### config.mk
export PLATFORM = sky130hd
export DESIGN_NAME = sdbcs_top
export DESIGN_NICKNAME = d
export VERILOG_FILES = /design/src/hdl/sdbcs_pkg.sv /design/src/hdl/sdbcs_decode.sv /design/src/hdl/sdbcs_bank.sv /design/src/hdl/sdbcs_top.sv
export VERILOG_INCLUDE_DIRS = /design/src /design/src/hdl
export SDC_FILE = /design/constraint.sdc
export NUM_CORES = 1
export LEC_CHECK = 0
export ABC_AREA = 0
export BUFFER_PORTS_ARGS = -buffer_cell sky130_fd_sc_hd__buf_2
export CAP_MARGIN = 20
export CORE_ASPECT_RATIO = 1.2
export CORE_MARGIN = 3
export CORE_UTILIZATION = 50
export DETAILED_ROUTE_END_ITERATION = 10
export PLACE_DENSITY = 0.68
export RECOVER_POWER = 50
export SLEW_MARGIN = 20
export SYNTH_ARGS = -nofsm -noshare
export SYNTH_HDL_FRONTEND = slang
export SYNTH_HIERARCHICAL = 1
export SYNTH_SLANG_ARGS = --single-unit
### constraint.sdc
create_clock -name i_clk_sys -period 11.15 [get_ports i_clk_sys]
set_clock_uncertainty 0.1 [all_clocks]
set_input_delay 1.6725 -clock i_clk_sys [delete_from_list [all_inputs] [get_ports i_clk_sys]]
set_output_delay 1.6725 -clock i_clk_sys [all_outputs]
set_load 0.01 [all_outputs]
### src/hdl/sdbcs_map.svh
// sdbcs_map.svh: timing figures, cycle counts, read latency, burst length and auto-precharge bit
// assumes a 100 MHz system clock
`ifndef SDBCS_MAP_SVH
`define SDBCS_MAP_SVH
`define SDBCS_CLK_MHZ 100
`define SDBCS_PRECHARGE_TIME_NS 20
`define SDBCS_ACT_TO_ACCESS_TIME_NS 20
`define SDBCS_REFRESH_CYCLE_TIME_NS 70
`define SDBCS_MODE_LOAD_TIME_NS 20
`define SDBCS_SELF_REFRESH_EXIT_TIME_NS 80
`define SDBCS_NS_TO_CYC(ns) ((((ns) * `SDBCS_CLK_MHZ) + 999) / 1000)
`define SDBCS_PRECHARGE_CYC `SDBCS_NS_TO_CYC(`SDBCS_PRECHARGE_TIME_NS)
`define SDBCS_ACT_TO_ACCESS_CYC `SDBCS_NS_TO_CYC(`SDBCS_ACT_TO_ACCESS_TIME_NS)
`define SDBCS_REFRESH_CYC `SDBCS_NS_TO_CYC(`SDBCS_REFRESH_CYCLE_TIME_NS)
`define SDBCS_MODE_LOAD_CYC `SDBCS_NS_TO_CYC(`SDBCS_MODE_LOAD_TIME_NS)
`define SDBCS_SELF_REFRESH_EXIT_CYC `SDBCS_NS_TO_CYC(`SDBCS_SELF_REFRESH_EXIT_TIME_NS)
`define SDBCS_READ_LATENCY 3
`define SDBCS_BURST_LEN 4
`define SDBCS_AP_BIT 10
`endif

### src/hdl/sdbcs_pkg.sv
// sdbcs_pkg: command, state and bus types of the bank command logic
// assumes nothing beyond the map header
package sdbcs_pkg;
   typedef enum logic [3:0] {
      SDBCS_CMD_INHIBIT = 4'h0,
      SDBCS_CMD_NOP = 4'h1,
      SDBCS_CMD_ACTIVE = 4'h2,
      SDBCS_CMD_READ = 4'h3,
      SDBCS_CMD_WRITE = 4'h4,
      SDBCS_CMD_PRECHARGE = 4'h5,
      SDBCS_CMD_TERMINATE = 4'h6,
      SDBCS_CMD_REFRESH = 4'h7,
      SDBCS_CMD_MODE_LOAD = 4'h8
   } sdbcs_cmd_t;
   typedef enum logic [2:0] {
      SDBCS_B_IDLE = 3'h0,
      SDBCS_B_ACTIVATING = 3'h1,
      SDBCS_B_ROW_ACTIVE = 3'h2,
      SDBCS_B_READ = 3'h3,
      SDBCS_B_WRITE = 3'h4,
      SDBCS_B_READ_AP = 3'h5,
      SDBCS_B_WRITE_AP = 3'h6,
      SDBCS_B_PRECHARGING = 3'h7
   } sdbcs_bank_state_t;
   typedef enum logic [1:0] {
      SDBCS_D_BANKS = 2'h0,
      SDBCS_D_REFRESH = 2'h1,
      SDBCS_D_MODE_LOAD = 2'h2,
      SDBCS_D_PRE_ALL = 2'h3
   } sdbcs_dev_state_t;
   typedef struct packed {
      logic cs_n;
      logic ras_n;
      logic cas_n;
      logic we_n;
      logic [1:0] bank_select;
      logic [11:0] addr;
   } sdbcs_pins_t;
   typedef struct packed {
      sdbcs_cmd_t cmd;
      logic [1:0] bank;
      logic auto_pre;
      logic all_banks;
   } sdbcs_dec_t;
endpackage

### src/hdl/sdbcs_decode.sv
// sdbcs_decode: turns the four command pins into a command code
// assumes pins already registered to i_clk_sys by the caller
`timescale 1ns/1ps
`include "sdbcs_map.svh"
module sdbcs_decode
   import sdbcs_pkg::*;
(
   // pins
   input wire sdbcs_pins_t i_pins,
   // decoded
   output sdbcs_dec_t o_dec
);
   always_comb begin
      o_dec.bank = i_pins.bank_select;
      o_dec.auto_pre = i_pins.addr[`SDBCS_AP_BIT];
      o_dec.all_banks = i_pins.addr[`SDBCS_AP_BIT];
      if (i_pins.cs_n) begin
         o_dec.cmd = SDBCS_CMD_INHIBIT;
      end else begin
         unique case ({i_pins.ras_n, i_pins.cas_n, i_pins.we_n})
            3'b111: o_dec.cmd = SDBCS_CMD_NOP;
            3'b011: o_dec.cmd = SDBCS_CMD_ACTIVE;
            3'b101: o_dec.cmd = SDBCS_CMD_READ;
            3'b100: o_dec.cmd = SDBCS_CMD_WRITE;
            3'b010: o_dec.cmd = SDBCS_CMD_PRECHARGE;
            3'b110: o_dec.cmd = SDBCS_CMD_TERMINATE;
            3'b001: o_dec.cmd = SDBCS_CMD_REFRESH;
            3'b000: o_dec.cmd = SDBCS_CMD_MODE_LOAD;
         endcase
      end
   end
endmodule // sdbcs_decode

### src/hdl/sdbcs_bank.sv
// sdbcs_bank: state of one bank with its timer
// assumes the top qualifies commands with clock enable and device state
`timescale 1ns/1ps
`include "sdbcs_map.svh"
module sdbcs_bank
   import sdbcs_pkg::*;
#(
   parameter int TRP_CYC = `SDBCS_PRECHARGE_CYC,
   parameter int ACTIVATE_TO_ACCESS_TIME_CYC = `SDBCS_ACT_TO_ACCESS_CYC,
   parameter int BURST_LEN = `SDBCS_BURST_LEN
) (
   // clock and reset
   input wire logic i_clk_sys,
   input wire logic i_rstn,
   // commands for this bank
   input wire logic i_act,
   input wire logic i_rd,
   input wire logic i_wr,
   input wire logic i_auto_pre,
   input wire logic i_pre,
   input wire logic i_stop,
   input wire logic i_interrupt,
   input wire logic i_force_idle,
   // state
   output sdbcs_bank_state_t o_state
);
   localparam int CW = 8;
   sdbcs_bank_state_t state_ff;
   logic [CW-1:0] cnt_ff;
   logic ap_pend_ff;
   wire timer_done = (cnt_ff == '0);
   wire burst_busy = (state_ff == SDBCS_B_READ) || (state_ff == SDBCS_B_WRITE);

   always_ff @(posedge i_clk_sys) begin
      if (!i_rstn || i_force_idle) begin
         state_ff <= SDBCS_B_IDLE;
         cnt_ff <= '0;
         ap_pend_ff <= 1'b0;
      end else begin
         unique case (state_ff)
            SDBCS_B_IDLE: begin
               // precharge to an idle bank changes nothing
               if (i_act) begin
                  state_ff <= SDBCS_B_ACTIVATING;
                  cnt_ff <= CW'(ACTIVATE_TO_ACCESS_TIME_CYC - 1);
               end
            end
            SDBCS_B_ACTIVATING: begin
               if (timer_done) state_ff <= SDBCS_B_ROW_ACTIVE;
               else cnt_ff <= cnt_ff - 1'b1;
            end
            SDBCS_B_READ_AP, SDBCS_B_WRITE_AP: begin
               // burst counts down, then the precharge time; interrupted burst precharges now
               if (i_interrupt && ap_pend_ff) begin
                  ap_pend_ff <= 1'b0;
                  cnt_ff <= CW'(TRP_CYC - 1);
               end else if (!timer_done) begin
                  cnt_ff <= cnt_ff - 1'b1;
               end else if (ap_pend_ff) begin
                  ap_pend_ff <= 1'b0;
                  cnt_ff <= CW'(TRP_CYC - 1);
               end else begin
                  state_ff <= SDBCS_B_IDLE;
               end
            end
            SDBCS_B_PRECHARGING: begin
               if (timer_done) state_ff <= SDBCS_B_IDLE;
               else cnt_ff <= cnt_ff - 1'b1;
            end
            default: begin
               // row active, read or write
               if (i_pre) begin
                  state_ff <= SDBCS_B_PRECHARGING;
                  cnt_ff <= CW'(TRP_CYC - 1);
               end else if (i_rd || i_wr) begin
                  if (i_auto_pre) begin
                     state_ff <= i_rd ? SDBCS_B_READ_AP : SDBCS_B_WRITE_AP;
                     ap_pend_ff <= 1'b1;
                  end else begin
                     state_ff <= i_rd ? SDBCS_B_READ : SDBCS_B_WRITE;
                  end
                  cnt_ff <= CW'(BURST_LEN - 1);
               end else if (burst_busy && (i_stop || i_interrupt || timer_done)) begin
                  state_ff <= SDBCS_B_ROW_ACTIVE;
               end else if (burst_busy) begin
                  cnt_ff <= cnt_ff - 1'b1;
               end
            end
         endcase
      end
   end

   assign o_state = state_ff;
endmodule // sdbcs_bank

### src/hdl/sdbcs_top.sv
// sdbcs_top: command decoder and bank state tracking of a four-bank sdram
// assumes the controller drives pins synchronous to i_clk_sys
`timescale 1ns/1ps
`include "sdbcs_map.svh"
module sdbcs_top
   import sdbcs_pkg::*;
#(
   parameter int NUM_BANKS = 4,
   parameter int TRP_CYC = `SDBCS_PRECHARGE_CYC,
   parameter int ACTIVATE_TO_ACCESS_TIME_CYC = `SDBCS_ACT_TO_ACCESS_CYC,
   parameter int REFRESH_CYCLE_TIME_CYC = `SDBCS_REFRESH_CYC,
   parameter int MODE_LOAD_TIME_CYC = `SDBCS_MODE_LOAD_CYC,
   parameter int SELF_REFRESH_EXIT_TIME_CYC = `SDBCS_SELF_REFRESH_EXIT_CYC,
   parameter int READ_LATENCY = `SDBCS_READ_LATENCY,
   parameter int BURST_LEN = `SDBCS_BURST_LEN
) (
   // clock and reset
   input wire logic i_clk_sys,
   input wire logic i_rstn,
   // command pins
   input wire sdbcs_pins_t i_pins,
   input wire logic i_cke,
   input wire logic i_self_refresh_exit,
   // state view
   output sdbcs_bank_state_t [NUM_BANKS-1:0] o_bank_state,
   output sdbcs_dev_state_t o_dev_state,
   output logic o_all_idle,
   output logic o_cmd_accepted,
   output logic o_cmd_illegal,
   output logic [1:0] o_data_bank,
   output logic o_data_read,
   output logic o_data_valid
);
   localparam int CW = 8;
   localparam int BW = 2 * READ_LATENCY;

   sdbcs_dec_t dec;
   sdbcs_bank_state_t [NUM_BANKS-1:0] bst;
   sdbcs_dev_state_t dev_ff;
   logic [CW-1:0] dev_cnt_ff;
   logic [CW-1:0] xsr_cnt_ff;
   logic cke_prev_ff;
   logic [1:0] last_bank_ff;
   logic last_valid_ff;
   logic [NUM_BANKS-1:0] b_act, b_rd, b_wr, b_pre, b_stop, b_intr;
   logic legal;
   logic go;
   logic [READ_LATENCY-1:0] rl_vld_ff;
   logic [READ_LATENCY-1:0][1:0] rl_bank_ff;
   logic [1:0] data_bank_ff;
   logic data_read_ff;
   logic data_valid_ff;
   logic [CW-1:0] data_cnt_ff;

   sdbcs_decode u_decode (
      .i_pins(i_pins),
      .o_dec(dec)
   );

   // commands count only with clock enable held and exit time over
   wire cmd_window = cke_prev_ff && i_cke && (xsr_cnt_ff == '0);
   wire dev_free = (dev_ff == SDBCS_D_BANKS);
   sdbcs_bank_state_t tgt;
   assign tgt = bst[dec.bank];

   always_comb begin
      o_all_idle = 1'b1;
      for (int i = 0; i < NUM_BANKS; i++) begin
         if (bst[i] != SDBCS_B_IDLE) o_all_idle = 1'b0;
      end
   end

   // legality of the decoded command against its bank and the device
   always_comb begin
      legal = 1'b0;
      unique case (dec.cmd)
         SDBCS_CMD_INHIBIT, SDBCS_CMD_NOP: legal = 1'b1;
         SDBCS_CMD_ACTIVE: legal = (tgt == SDBCS_B_IDLE);
         SDBCS_CMD_READ, SDBCS_CMD_WRITE: begin
            legal = (tgt == SDBCS_B_ROW_ACTIVE) || (tgt == SDBCS_B_READ) || (tgt == SDBCS_B_WRITE);
         end
         SDBCS_CMD_PRECHARGE: begin
            if (dec.all_banks) begin
               legal = 1'b1;
               for (int i = 0; i < NUM_BANKS; i++) begin
                  if (bst[i] == SDBCS_B_ACTIVATING || bst[i] == SDBCS_B_READ_AP || bst[i] == SDBCS_B_WRITE_AP)
                     legal = 1'b0;
               end
            end else begin
               legal = (tgt != SDBCS_B_ACTIVATING) && (tgt != SDBCS_B_READ_AP) && (tgt != SDBCS_B_WRITE_AP);
            end
         end
         SDBCS_CMD_TERMINATE: legal = last_valid_ff;
         SDBCS_CMD_REFRESH, SDBCS_CMD_MODE_LOAD: legal = o_all_idle;
         default: legal = 1'b0;
      endcase
   end

   assign go = cmd_window && dev_free && legal && (dec.cmd != SDBCS_CMD_INHIBIT) && (dec.cmd != SDBCS_CMD_NOP);
   wire is_burst = go && (dec.cmd == SDBCS_CMD_READ || dec.cmd == SDBCS_CMD_WRITE);

   always_comb begin
      for (int i = 0; i < NUM_BANKS; i++) begin
         b_act[i] = go && (dec.cmd == SDBCS_CMD_ACTIVE) && (dec.bank == 2'(i));
         b_rd[i] = go && (dec.cmd == SDBCS_CMD_READ) && (dec.bank == 2'(i));
         b_wr[i] = go && (dec.cmd == SDBCS_CMD_WRITE) && (dec.bank == 2'(i));
         b_pre[i] = go && (dec.cmd == SDBCS_CMD_PRECHARGE) && !dec.all_banks && (dec.bank == 2'(i));
         b_stop[i] = go && (dec.cmd == SDBCS_CMD_TERMINATE) && (last_bank_ff == 2'(i));
         b_intr[i] = is_burst && (dec.bank != 2'(i));
      end
   end

   wire force_idle = (dev_ff != SDBCS_D_BANKS) && (dev_cnt_ff == '0);

   for (genvar g = 0; g < NUM_BANKS; g++) begin : g_bank
      sdbcs_bank #(
         .TRP_CYC(TRP_CYC),
         .ACTIVATE_TO_ACCESS_TIME_CYC(ACTIVATE_TO_ACCESS_TIME_CYC),
         .BURST_LEN(BURST_LEN)
      ) u_bank (
         .i_clk_sys(i_clk_sys),
         .i_rstn(i_rstn),
         .i_act(b_act[g]),
         .i_rd(b_rd[g]),
         .i_wr(b_wr[g]),
         .i_auto_pre(dec.auto_pre),
         .i_pre(b_pre[g]),
         .i_stop(b_stop[g]),
         .i_interrupt(b_intr[g]),
         .i_force_idle(force_idle),
         .o_state(bst[g])
      );
   end

   always_ff @(posedge i_clk_sys) begin
      if (!i_rstn) begin
         cke_prev_ff <= 1'b0;
      end else begin
         cke_prev_ff <= i_cke;
      end
   end

   // exit time restarts on each self-refresh exit pulse
   always_ff @(posedge i_clk_sys) begin
      if (!i_rstn) begin
         xsr_cnt_ff <= '0;
      end else if (i_self_refresh_exit) begin
         xsr_cnt_ff <= CW'(SELF_REFRESH_EXIT_TIME_CYC);
      end else if (xsr_cnt_ff != '0) begin
         xsr_cnt_ff <= xsr_cnt_ff - 1'b1;
      end
   end

   // device-wide states: refresh, mode load, precharge all
   always_ff @(posedge i_clk_sys) begin
      if (!i_rstn) begin
         dev_ff <= SDBCS_D_BANKS;
         dev_cnt_ff <= '0;
      end else if (go && dec.cmd == SDBCS_CMD_REFRESH) begin
         dev_ff <= SDBCS_D_REFRESH;
         dev_cnt_ff <= CW'(REFRESH_CYCLE_TIME_CYC - 1);
      end else if (go && dec.cmd == SDBCS_CMD_MODE_LOAD) begin
         dev_ff <= SDBCS_D_MODE_LOAD;
         dev_cnt_ff <= CW'(MODE_LOAD_TIME_CYC - 1);
      end else if (go && dec.cmd == SDBCS_CMD_PRECHARGE && dec.all_banks) begin
         dev_ff <= SDBCS_D_PRE_ALL;
         dev_cnt_ff <= CW'(TRP_CYC - 1);
      end else if (force_idle) begin
         dev_ff <= SDBCS_D_BANKS;
      end else if (dev_cnt_ff != '0) begin
         dev_cnt_ff <= dev_cnt_ff - 1'b1;
      end
   end

   // most recent burst, for burst terminate
   always_ff @(posedge i_clk_sys) begin
      if (!i_rstn) begin
         last_bank_ff <= 2'h0;
         last_valid_ff <= 1'b0;
      end else if (is_burst) begin
         last_bank_ff <= dec.bank;
         last_valid_ff <= 1'b1;
      end else if ((go && dec.cmd == SDBCS_CMD_TERMINATE) || force_idle) begin
         last_valid_ff <= 1'b0;
      end
   end

   // data bus owner: writes own it at once, reads after the read latency
   // one slot per latency cycle, so a later read never swallows an earlier one
   always_ff @(posedge i_clk_sys) begin
      if (!i_rstn) begin
         rl_vld_ff <= '0;
         rl_bank_ff <= '0;
      end else if (go && dec.cmd == SDBCS_CMD_WRITE) begin
         rl_vld_ff <= '0; // write interrupts reads still in flight
      end else begin
         rl_vld_ff <= READ_LATENCY'({rl_vld_ff, go && (dec.cmd == SDBCS_CMD_READ)});
         rl_bank_ff <= BW'({rl_bank_ff, dec.bank});
      end
   end

   always_ff @(posedge i_clk_sys) begin
      if (!i_rstn) begin
         data_bank_ff <= 2'h0;
         data_read_ff <= 1'b0;
         data_valid_ff <= 1'b0;
         data_cnt_ff <= '0;
      end else if (go && dec.cmd == SDBCS_CMD_WRITE) begin
         data_bank_ff <= dec.bank;
         data_read_ff <= 1'b0;
         data_valid_ff <= 1'b1;
         data_cnt_ff <= CW'(BURST_LEN - 1);
      end else if (rl_vld_ff[READ_LATENCY-1]) begin
         data_bank_ff <= rl_bank_ff[READ_LATENCY-1];
         data_read_ff <= 1'b1;
         data_valid_ff <= 1'b1;
         data_cnt_ff <= CW'(BURST_LEN - 1);
      end else if ((go && dec.cmd == SDBCS_CMD_TERMINATE) || (data_cnt_ff == '0)) begin
         data_valid_ff <= 1'b0;
      end else begin
         data_cnt_ff <= data_cnt_ff - 1'b1;
      end
   end

   // illegal commands flagged, never executed; limitation: banks simply ignore them
   always_ff @(posedge i_clk_sys) begin
      if (!i_rstn) begin
         o_cmd_accepted <= 1'b0;
         o_cmd_illegal <= 1'b0;
      end else begin
         o_cmd_accepted <= go;
         o_cmd_illegal <= cmd_window && (dec.cmd != SDBCS_CMD_INHIBIT) && (dec.cmd != SDBCS_CMD_NOP)
            && !(dev_free && legal);
      end
   end

   assign o_bank_state = bst;
   assign o_dev_state = dev_ff;
   assign o_data_bank = data_bank_ff;
   assign o_data_read = data_read_ff;
   assign o_data_valid = data_valid_ff;
endmodule // sdbcs_top

# Word level (Yosys, flattened, before mapping)
# Memory sizes are Yosys's and may differ from the RTL's.
# Index checks and enable logic that the tools add are counted.
# totals
rom_bits	32
memories	1
inputBits	22
reg_bits	93
wordCells	462
out_inout_bits	21
# classes
order_cmp	1
n_reduce_logical	172
addsub	7
n_bitwise	6
eq_ne	95
n_mux	147
# memory_table
memory	depth	width	rd	rd_clocked_by_memory_dff	write_ports	line_no	text
(no name shown)	8	4	1	0	0	sdbcs_decode.sv:20	unique case ({i_pins.ras_n, i_pins.cas_n, i_pins.we_n})
# op_table
operator	n
$mux 8	36
$mux 3	50
$pmux 8 s3	4
$logic_not 8->1	7
$sub 8x1->8 const B	7
$logic_and 1x1->1	55
$eq 3x3->1 const B	17
$pmux 3 s4	4
$reduce_and 5->1	8
$ne 2x2->1 const B	18
$ne 2x1->1 const B	17
$mux 1	32
$logic_or 1x1->1	30
$reduce_and 7->1	4
$reduce_bool 7->1	4
$reduce_or 2->1	14
$reduce_bool 2->1	13
$mux 2	12
$ne 6x4->1 const B	4
$reduce_bool 6->1	4
$reduce_bool 3->1	7
$eq 3x2->1 const B	6
$ne 3x1->1 const B	6
$eq 4x3->1 const B	4
24 further kinds	65

# Logic depth before layout (Yosys ltp)
# Gate-level depths: netlist of the first run.
# depth
depth_word	21
depth_mapped	18
mapped_depth_nobuf	16

# Hierarchy
# The synthesis of the first run kept the hierarchy.
# modules_own_cells
module	n_inst	area_per_inst_um2	cells_per_inst
sdbcs_bank	4	1144.8	131
sdbcs_top	1	2658.8	328
sdbcs_decode	1	102.6	15

# Worst setup path before layout of the first run
# OpenSTA, ideal clock, no wires.
# synth_path
path_type	input -> register
from	in i_pins[14] (netlist bit)
to	reg g_bank[0].u_bank.cnt_ff[3]
path_slack_ps	5631
stages	18
setup_time_ps	70
path_buffers	2
arrival_time_ps	5349
t_required_ps	10980
path_cell_list	inv_1 > ha_1 > nand2b_1 > a21oi_1 > buf_2 > and3b_1 > o2111ai_1 > a2111oi_0 > a311oi_2 > a21oi_2 > nand2_1 > nor3_1 > nor2_1 > o211ai_4 > a31oi_2 > buf_6 > or4_1 > a21oi_1
# synth_lines
item	line_no	text
start: declaration	sdbcs_top.sv:21	input wire sdbcs_pins_t i_pins,
end signal: assignment	sdbcs_bank.sv:45	cnt_ff <= CW'(ACTIVATE_TO_ACCESS_TIME_CYC - 1);
end signal: assignment	sdbcs_bank.sv:50	else cnt_ff <= cnt_ff - 1'b1;
end signal: assignment	sdbcs_bank.sv:56	cnt_ff <= CW'(TRP_CYC - 1);
end: declaration	sdbcs_bank.sv:29	logic [CW-1:0] cnt_ff;

==> flow_metrics.env, run 1 <==
export IMPL_outcome="completed"
export IMPL_hold_buffers=0
export IMPL_finalWorstSetupSlack_ps=4260
export IMPL_synth_seq_area_share_pct=25.36
export IMPL_synth_edf_count=0
export IMPL_diodes=0
export IMPL_slew_headroom_pct=4.933
export IMPL_path_max_fanout=13
export IMPL_finalHoldViolCount=0
export IMPL_arrival_ps=7080
export IMPL_synth_seq_cells=93
export IMPL_max_stage_delay_ps=710
export IMPL_cts_resized=0
export IMPL_rsz0062_at_grt="false"
export IMPL_syn_nets=902
export IMPL_cpMostUsedCell="a21oi_1"
export IMPL_place_ws_ps=4416
export IMPL_start_kind="input pin"
export IMPL_ios=43
export IMPL_drc=0
export IMPL_cts_setup_buffers=0
export IMPL_synth_area_leaders="dfxtp_1 (25%), a21oi_1 (4.5%), nor2_1 (4.1%), or4_1 (3.7%), nand2_1 (3.2%)"
export IMPL_path_cells="clkbuf_1 -> inv_1 -> ha_1 -> nand2b_1 -> a21oi_1 -> and3b_1 -> o2111ai_1 -> a2111oi_0 -> a311oi_1 -> a21oi_1 -> nand2_1 -> nor3_1 -> nor2_1 -> o211ai_4 -> a31oi_2 -> or4b_1 -> a21oi_1"
export IMPL_grt_pass1_wl_um=29840
export IMPL_cts_tree="yes"
export IMPL_cts_buffers=9
export IMPL_setup_viol=0
export IMPL_drive_gt1_share_pct=12.64
export IMPL_maxCapViolations=0
export IMPL_power_density_nw_per_um2=147.0
export IMPL_synth_common_cells="dfxtp_1 (93), nor2_1 (81), a21oi_1 (66)"
export IMPL_dieArea_um2=16180
export IMPL_cts_root_buf="clkbuf_16"
export IMPL_cts_buffer_depth=2
export IMPL_area_delta_synth_final_pct=3.716
export IMPL_drt_wirelength_per_cell_um=17.02
export IMPL_n_fill_cell=1364
export IMPL_yosysTopAreaCell="dfxtp_1"
export IMPL_grt_max_degree=25
export IMPL_ant_nets=0
export IMPL_yosysWarnings=6
export IMPL_vias=6689
export IMPL_totalWireLength_um=17720
export IMPL_cp_num_buf_inv=2
export IMPL_first_pass_iters=7
export IMPL_grt_overflow=0
export IMPL_cp_end_kind="flip-flop"
export IMPL_drt_iter0_drc=487
export IMPL_tightest_slew_ps=1411
export IMPL_die_x_um=116.6
export IMPL_postSynthAreaPerCell_um2=8.467
export IMPL_fin_nets=900
export IMPL_first_global_vias=6364
export IMPL_min_path_type="reg2reg"
export IMPL_initial_core_util_pct=52.23
export IMPL_clk_latency_ps=370
export IMPL_required_ps=11340
export IMPL_post_route_min_period_ps=6890
export IMPL_die_h_um=138.7
export IMPL_io_buffer_count=31
export IMPL_yosysUniqueCellTypes=88
export IMPL_row_count=47
export IMPL_via_per_inst=6.426
export IMPL_synth_top_cell_area_share_pct=25.36
export IMPL_synthCells=867
export IMPL_fin_crit_sh_pct=61.80
export IMPL_power_leakage_uw=0.002640
export IMPL_clkTransAtPathRegs_ps=70
export IMPL_antenna_found_initial=0
export IMPL_gp_congestion=0.8953
export IMPL_synth_main_ff_cell="dfxtp_1"
export IMPL_track_usage_pct=22.04
export IMPL_coreArea_um2=14050
export IMPL_irDropWorstVdd_mv=0.07295
export IMPL_synth_async_sr_flop_share_pct=0
export IMPL_cpMaxStageDelayCell="a2111oi_0"
export IMPL_critPathKind="in2reg"
export IMPL_cts_max_level=3
export IMPL_dp_hpwl_um=12690
export IMPL_tns_ps=0
export IMPL_synth_area_um2=7341
export IMPL_synth_most_common_cell="dfxtp_1"
export IMPL_cts_sinks=93
export IMPL_fmax_mhz=145.1
export IMPL_final_max_slew_viol_count=0
export IMPL_crit_family="compound AO/OA/AOI/OAI gates"
[stage by stage]
stage,area (um^2),total power (uW),hold WS [ps],utilization [%],std cells
after CTS,7664,1127,361.5,54.53,1041
after floorplan,7341,747.3,331.2,-,867
final,7614,1119,359.4,54.17,1041
after global routing,7614,1197,391.0,54.17,1041
after global placement,7381,800.5,341.4,52.51,1025
after detailed placement,7381,818.6,350.3,52.51,1025
[final timing paths]
kind         cells past startpoint                         from  slack [ps]                    endpoint
min reg2reg                      2                rl_bank_ff[2]         360               rl_bank_ff[4]
max                             17                   i_pins[14]        4260  g_bank[0].u_bank/cnt_ff[6]
min                              2                rl_bank_ff[2]         360               rl_bank_ff[4]
max reg2reg                     12  g_bank[2].u_bank/o_state[1]        5870  g_bank[0].u_bank/cnt_ff[6]
[registers in the layout, summed over array words and instances, names as in the netlist, 2 cells and up]
signal / flops
g_bank.u_bank/cnt_ff: 32
o_dev_state: 2
dev_cnt_ff: 8
rl_bank_ff: 6
data_cnt_ff: 8
g_bank.u_bank/o_state: 12
rl_vld_ff: 3
g_bank.u_bank/ap_pend_ff: 4
o_data_bank: 2
last_bank_ff: 2
xsr_cnt_ff: 8
[logic make-up (layout without fill, tap and decap cells)]
kind of cell / Yosys count / in the layout / share of synthesized area (%)
AOI/OAI and AO/OA: 268 / 268 / 30.17
xor gates and xnor gates: 18 / 18 / 2.148
adders and majority gates: 17 / 17 / 2.761
buffers and inverters: 93 / 96 / 7.244
DFF: 93 / 93 / 25.36
muxes: 15 / 15 / 2.403
and+or+nand+nor: 363 / 363 / 29.91
[worst reg2reg max path: cells and delay by family, from the launching register on]
kind	cells	cell delay (ps)
compound gates	7	2270
buf+inv	1	850
flops	1	310
simple gates	4	1690
[report_power, final]
| group | leakage, uW | internal [uW] | total, uW | switching (uW) |
|---|---|---|---|---|
| clock | 0.000134 | 155 | 306 | 152 |
| sequential | 0.000755 | 375 | 420 | 44.9 |
| combinational | 0.00175 | 171 | 393 | 222 |
| total | 0.00264 | 701 | 1120 | 419 |
[placed cells by master (no fill, tap or decap), types with 10 or more instances in the layout]
master	n
or3_1	14
nand2_1	62
o21ai_0	28
o21ai_1	13
nand4_1	10
nand2b_1	15
clkbuf_1	23
a211oi_1	10
o31ai_1	25
nand3_1	12
a21oi_1	67
o22ai_1	18
a31oi_1	10
nor2_1	81
dfxtp_1	93
buf_2	11
ha_1	13
mux2i_1	12
xor2_1	11
or4_1	36
inv_1	44
nor3_1	30
[routing by layer]
layer  vias up  share of wire, %  GRT usage (%)
met5         -                 0              0
met4         0               1.9          8.092
met2       184                49          36.59
met1      3183                44          27.61
li1       3286                 -              -
met3        36               5.1          5.063
[cell type report]
cell class / count / area, um^2 / share of cell area, %
multi-input cells: 681 / 4933 / 64.80
flip-flops and latches: 93 / 1862 / 24.45
clock buffers: 9 / 225.2 / 2.958
well taps: 171 / 214.0 / 2.810
inverters: 44 / 165.2 / 2.169
repair buffers: 36 / 156.4 / 2.054
clock inverters: 7 / 57.56 / 0.7560
Note: power is estimated with default switching activity, not from simulation.
==> inputs of run 2 (changes only) <==
==> constraint.sdc (replaced) <==
create_clock -name i_clk_sys -period 6.8 [get_ports i_clk_sys]
set_clock_uncertainty 0.1 [all_clocks]
set_input_delay 1.02 -clock i_clk_sys [delete_from_list [all_inputs] [get_ports i_clk_sys]]
set_output_delay 1.02 -clock i_clk_sys [all_outputs]
set_load 0.01 [all_outputs]
==> run 2 against run 1 <==
Net effect:
- global-route usage grew 0.13 points
- utilization increased by 0.089 points
- wire length hardly changed
- via count up 0.24%
- power increased by 68%
- non-clock buffer count down 2
- sequential share of layout area hardly changed
- highest routed layer unchanged
- clock-buffer cell count up 1
- register-to-register slack worse by 4300 ps
- first-iteration DRC count increased by 11%
- sequential power increased by 63%
- sequential cell count did not move
==> flow_metrics.env, run 2 (same netlist as run 1, synthesis figures left out) <==
export IMPL_area_delta_synth_final_pct=3.886
export IMPL_totalWireLength_um=17730
export IMPL_cts_resized=0
export IMPL_netSwitchingFraction_pct=35.17
export IMPL_cpMaxStageDelayCell="a2111oi_0"
export IMPL_cts_setup_buffers=0
export IMPL_hold_depth=2
export IMPL_diodes=0
export IMPL_internal_power_uw=1217
export IMPL_required_ps=6990
export IMPL_setup_viol=0
export IMPL_coreArea_um2=14050
export IMPL_io_buffer_count=31
export IMPL_cts_sinks=93
export IMPL_rsz0062_at_grt="false"
export IMPL_maxCapViolations=0
export IMPL_ant_nets=0
export IMPL_cpMostUsedCell="a21oi_1"
export IMPL_clk_latency_ps=360
export IMPL_crit_family="compound AO/OA/AOI/OAI gates"
export IMPL_p_switching_uw=660.1
export IMPL_finalHoldViolCount=0
export IMPL_via_per_inst=6.460
export IMPL_layout_commonest_cell="dfxtp_1"
export IMPL_place_ws_ps=660.2
export IMPL_worstReg2RegStart="xsr_cnt_ff[0]"
export IMPL_start_kind="input pin"
export IMPL_vias=6705
export IMPL_drive_gt1_share_pct=12.11
export IMPL_final_util_pct=54.26
export IMPL_power_leakage_uw=0.002641
export IMPL_gp_congestion=0.8737
export IMPL_slew_headroom_pct=3.145
export IMPL_path_cells="clkbuf_1 -> inv_1 -> ha_1 -> nand2b_1 -> a21oi_1 -> and3b_1 -> o2111ai_1 -> a2111oi_0 -> a311oi_1 -> a21oi_2 -> nand2_1 -> nor3_1 -> nor2_1 -> o211ai_4 -> a31oi_2 -> or4b_1 -> a21oi_1"
export IMPL_grt_pass1_wl_um=30100
export IMPL_cts_buffer_depth=2
export IMPL_cts_root_buf="clkbuf_16"
export IMPL_comb_power_share_pct=33.7
export IMPL_n_fill_cell=1326
export IMPL_cts_tree="yes"
export IMPL_irDropWorstVdd_mv=0.1016
export IMPL_final_max_slew_viol_count=0
export IMPL_initial_core_util_pct=52.23
export IMPL_path_max_fanout=13
export IMPL_drt_wirelength_per_cell_um=17.08
export IMPL_grt_max_degree=25
export IMPL_clkPwrFrac_pct=29.8
export IMPL_hold_buffers=0
export IMPL_finalWorstSetupSlack_ps=881.2
export IMPL_die_x_um=116.6
export IMPL_holdPathEnd="rl_bank_ff[4]"
export IMPL_hold_ws_ps=357.7
export IMPL_first_global_vias=6418
export IMPL_first_pass_iters=5
export IMPL_drt_iter0_drc=543
export IMPL_arrival_ps=6110
export IMPL_mostFrequentLayoutCells="dfxtp_1 (93), nor2_1 (81), a21oi_1 (66), nand2_1 (62), inv_1 (44)"
export IMPL_fin_crit_sh_pct=87.04
export IMPL_track_usage_pct=22.18
export IMPL_drc=0
export IMPL_r2r_end="g_bank[0].u_bank/cnt_ff[6]"
export IMPL_cp_num_buf_inv=2
export IMPL_fmax_mhz=169.0
export IMPL_largest_reg_flops=32
export IMPL_min_path_type="reg2reg"
export IMPL_regMostFlops="g_bank.u_bank/cnt_ff"
export IMPL_dieArea_um2=16180
export IMPL_post_route_min_period_ps=5919
export IMPL_cp_end_kind="flip-flop"
export IMPL_max_stage_delay_ps=650
export IMPL_grt_overflow=0
export IMPL_dp_hpwl_um=12720
export IMPL_antenna_found_initial=0
export IMPL_clkTransAtPathRegs_ps=70
export IMPL_cts_max_level=3
export IMPL_fin_nets=898
export IMPL_r2r_cells=14
export IMPL_ios=43
export IMPL_r2r_slack_ps=1590
export IMPL_die_h_um=138.7
export IMPL_critPathKind="in2reg"
export IMPL_power_density_nw_per_um2=246.1
export IMPL_tightest_slew_ps=1438
export IMPL_cts_buffers=9
export IMPL_tns_ps=0
export IMPL_row_count=47
export IMPL_share_seq_of_total_power_pct=36.5
export IMPL_hp_start="rl_bank_ff[2]"
export IMPL_outcome="completed"
## run 2: routing by layer
metal	up-vias	track usage (%)	share of wire, %
li1	3287	-	-
met1	3216	27.30	43
met2	162	37.31	50
met3	40	3.972	4.1
met4	0	9.722	3.1
met5	-	0	0
## run 2: power groups by stage
stage	clock (uW)	combinational, uW	sequential, uW
global placement	0	615	696
floorplan	0	545	680
global route	596	717	698
CTS	572	649	688
detailed placement	0	644	701
finish	559	633	685
## run 2: worst max path at each step
stage	slack, ps	cells after the start	from	endpoint
2_1_floorplan	1930	18	i_pins[14]	g_bank[0].u_bank/cnt_ff[3]
3_3_place_gp	850	17	i_pins[14]	g_bank[0].u_bank/cnt_ff[6]
3_5_place_dp	660	17	i_pins[14]	g_bank[0].u_bank/cnt_ff[6]
4_1_cts	1020	17	i_pins[14]	g_bank[0].u_bank/cnt_ff[6]
5_1_grt	460	17	i_pins[14]	g_bank[0].u_bank/cnt_ff[1]
6_report	880	17	i_pins[14]	g_bank[0].u_bank/cnt_ff[6]
## run 2: area by class of cell
class / count / area [um^2] / share of cell area, %
Clock buffer: 10 / 239.0 / 3.134
Clock inverter: 5 / 85.08 / 1.116
Inverter: 44 / 165.2 / 2.166
Multi-Input combinational cell: 681 / 4918 / 64.50
Sequential cell: 93 / 1862 / 24.41
Tap cell: 171 / 214.0 / 2.806
Timing Repair Buffer: 34 / 142.6 / 1.870
## run 2: stage by stage
step	instances	cell area, um^2	total power (uW)
5_1_grt	1038	7626	2011
3_3_place_gp	1023	7366	1311
2_1_floorplan	867	7341	1225
3_5_place_dp	1023	7366	1344
6_report	1038	7626	1877
4_1_cts	1038	7690	1909
## run 2: tightest hold or removal path: cells and delay by family, from the launching register on
family / cells / cell delay [ps]
AO/OA/AOI/OAI: 1 / 50
AND/OR/NAND/NOR: 1 / 60
flip-flops: 1 / 310
==> inputs of run 3 (changes only) <==
--- a/config.mk
+++ b/config.mk
@@ -14,7 +14,8 @@
 export CORE_UTILIZATION = 50
 export DETAILED_ROUTE_END_ITERATION = 10
 export PLACE_DENSITY = 0.68
-export RECOVER_POWER = 50
+export RECOVER_POWER = 25
+export SKIP_CTS_REPAIR_TIMING = 1
 export SLEW_MARGIN = 20
 export SYNTH_ARGS = -nofsm -noshare
 export SYNTH_HDL_FRONTEND = slang
==> run 3 against run 2 <==
Net effect:
- sequential share of layout area is 0.056 points lower
- power about the same
- global-route usage stayed put
- design area increased by 0.23%
- register-to-register slack about the same
- die area unchanged
- clock-buffer cell count unchanged
- fmax is 0.35% lower
- worst setup slack got worse by 21 ps
- first-iteration DRC count up 11%
- critical path depth unchanged
- combinational power is essentially flat
- critical path type unchanged
- largest cell class unchanged
==> flow_metrics.env, run 3 (same netlist as run 1, synthesis figures left out) <==
export IMPL_cp_end_kind="flip-flop"
export IMPL_initial_core_util_pct=52.23
export IMPL_cts_root_buf="clkbuf_16"
export IMPL_die_h_um=138.7
export IMPL_clk_latency_ps=360
export IMPL_totalWireLength_um=17680
export IMPL_via_per_inst=6.468
export IMPL_largest_reg_flops=32
export IMPL_min_path_type="reg2reg"
export IMPL_slew_headroom_pct=23.87
export IMPL_io_buffer_count=31
export IMPL_irDropWorstVdd_mv=0.1017
export IMPL_drt_wirelength_per_cell_um=17.03
export IMPL_area_delta_synth_final_pct=4.125
export IMPL_drc=0
export IMPL_finalHoldViolCount=0
export IMPL_setup_viol=0
export IMPL_arrival_ps=6130
export IMPL_post_route_min_period_ps=5939
export IMPL_final_max_slew_viol_count=0
export IMPL_coreArea_um2=14050
export IMPL_ant_nets=0
export IMPL_cts_max_level=3
export IMPL_mostFrequentLayoutCells="dfxtp_1 (93), nor2_1 (81), a21oi_1 (66), nand2_1 (62), inv_1 (44)"
export IMPL_dp_hpwl_um=12720
export IMPL_maxCapViolations=0
export IMPL_first_pass_iters=5
export IMPL_vias=6714
export IMPL_clkTransAtPathRegs_ps=70
export IMPL_fin_crit_sh_pct=87.34
export IMPL_tns_ps=0
export IMPL_gp_congestion=0.8737
export IMPL_row_count=47
export IMPL_drt_iter0_drc=602
export IMPL_die_x_um=116.6
export IMPL_fmax_mhz=168.4
export IMPL_start_kind="input pin"
export IMPL_final_area_um2=7644
export IMPL_cts_tree="yes"
export IMPL_power_density_nw_per_um2=245.7
export IMPL_grt_max_degree=25
export IMPL_ios=43
export IMPL_antenna_found_initial=0
export IMPL_r2r_slack_ps=1580
export IMPL_track_usage_pct=22.18
export IMPL_diodes=0
export IMPL_required_ps=6990
export IMPL_place_area_um2=7366
export IMPL_layout_commonest_cell="dfxtp_1"
export IMPL_first_global_vias=6418
export IMPL_grt_pass1_wl_um=30100
export IMPL_path_max_fanout=13
export IMPL_tightest_slew_ps=1132
export IMPL_dieArea_um2=16180
export IMPL_critPathKind="in2reg"
export IMPL_cts_buffer_depth=2
export IMPL_cts_sinks=93
export IMPL_drive_gt1_share_pct=12.80
export IMPL_cts_buffers=9
export IMPL_fin_nets=898
export IMPL_power_leakage_uw=0.002656
export IMPL_outcome="completed"
export IMPL_rsz0062_at_grt="false"
export IMPL_regMostFlops="g_bank.u_bank/cnt_ff"
export IMPL_grt_overflow=0
-- run 3: cell types whose count changed in the layout (fill, tap and decap cells not counted), sizes merged --
cell	before	now
clkbuf	34	30
buf	10	14
-- run 3: worst paths after layout --
path | to | from | depth (start not counted)
worst max-delay path | g_bank[0].u_bank/cnt_ff[6] | i_pins[14] | 17
worst min-delay path | rl_bank_ff[4] | rl_bank_ff[2] | 2
worst max register to register | g_bank[0].u_bank/cnt_ff[6] | xsr_cnt_ff[0] | 14
worst min register to register | rl_bank_ff[4] | rl_bank_ff[2] | 2
-- run 3: metrics by stage --
stage / util [%] / instances / worst slack, ps / power (uW) / hold WS, ps
after CTS: 54.71 / 1038 / 1019 / 1909 / 355.3
final: 54.38 / 1038 / 860.6 / 1878 / 355.8
after global routing: 54.38 / 1038 / 535.8 / 2013 / 394.4
after global placement: 52.41 / 1023 / 851.6 / 1311 / 336.1
after floorplan: - / 867 / 1934 / 1225 / 331.2
after detailed placement: 52.41 / 1023 / 660.2 / 1344 / 346.3
-- run 3: routing by layer --
metal  track usage (%)  vias to the layer above  share of wire (%)
met5                 0                        -                  0
met4             9.722                        0                3.0
met3             3.972                       37                4.5
met2             37.31                      179                 50
met1             27.30                     3211                 42
li1                  -                     3287                  -
-- run 3: area by class of cell --
cell class	count	area [um^2]
Clock buffer	10	239.0
Clock inverter	5	85.08
Fill cell	1321	6411
Inverter	44	165.2
Multi-Input combinational cell	681	4928
Sequential cell	93	1862
Tap cell	171	214.0
Timing Repair Buffer	34	150.1
-- run 3: where the power goes --
part | switching (uW) | internal (uW) | total, uW
Sequential | 69.8 | 616 | 685
Clock | 226 | 332 | 558
Combinational | 364 | 271 | 634
Total | 660 | 1220 | 1880
-- run 3: critical path, stage by stage --
cell and delay (ps):
buf_2 110, inv_1 50, ha_1 290, nand2b_1 100, a21oi_1 560, and3b_1 360, o2111ai_1 140, a2111oi_0 760
a311oi_2 210, a21oi_2 390, nand2_1 240, nor3_1 560, nor2_1 220, o211ai_4 190, a31oi_2 190, or4b_1 580
a21oi_1 150
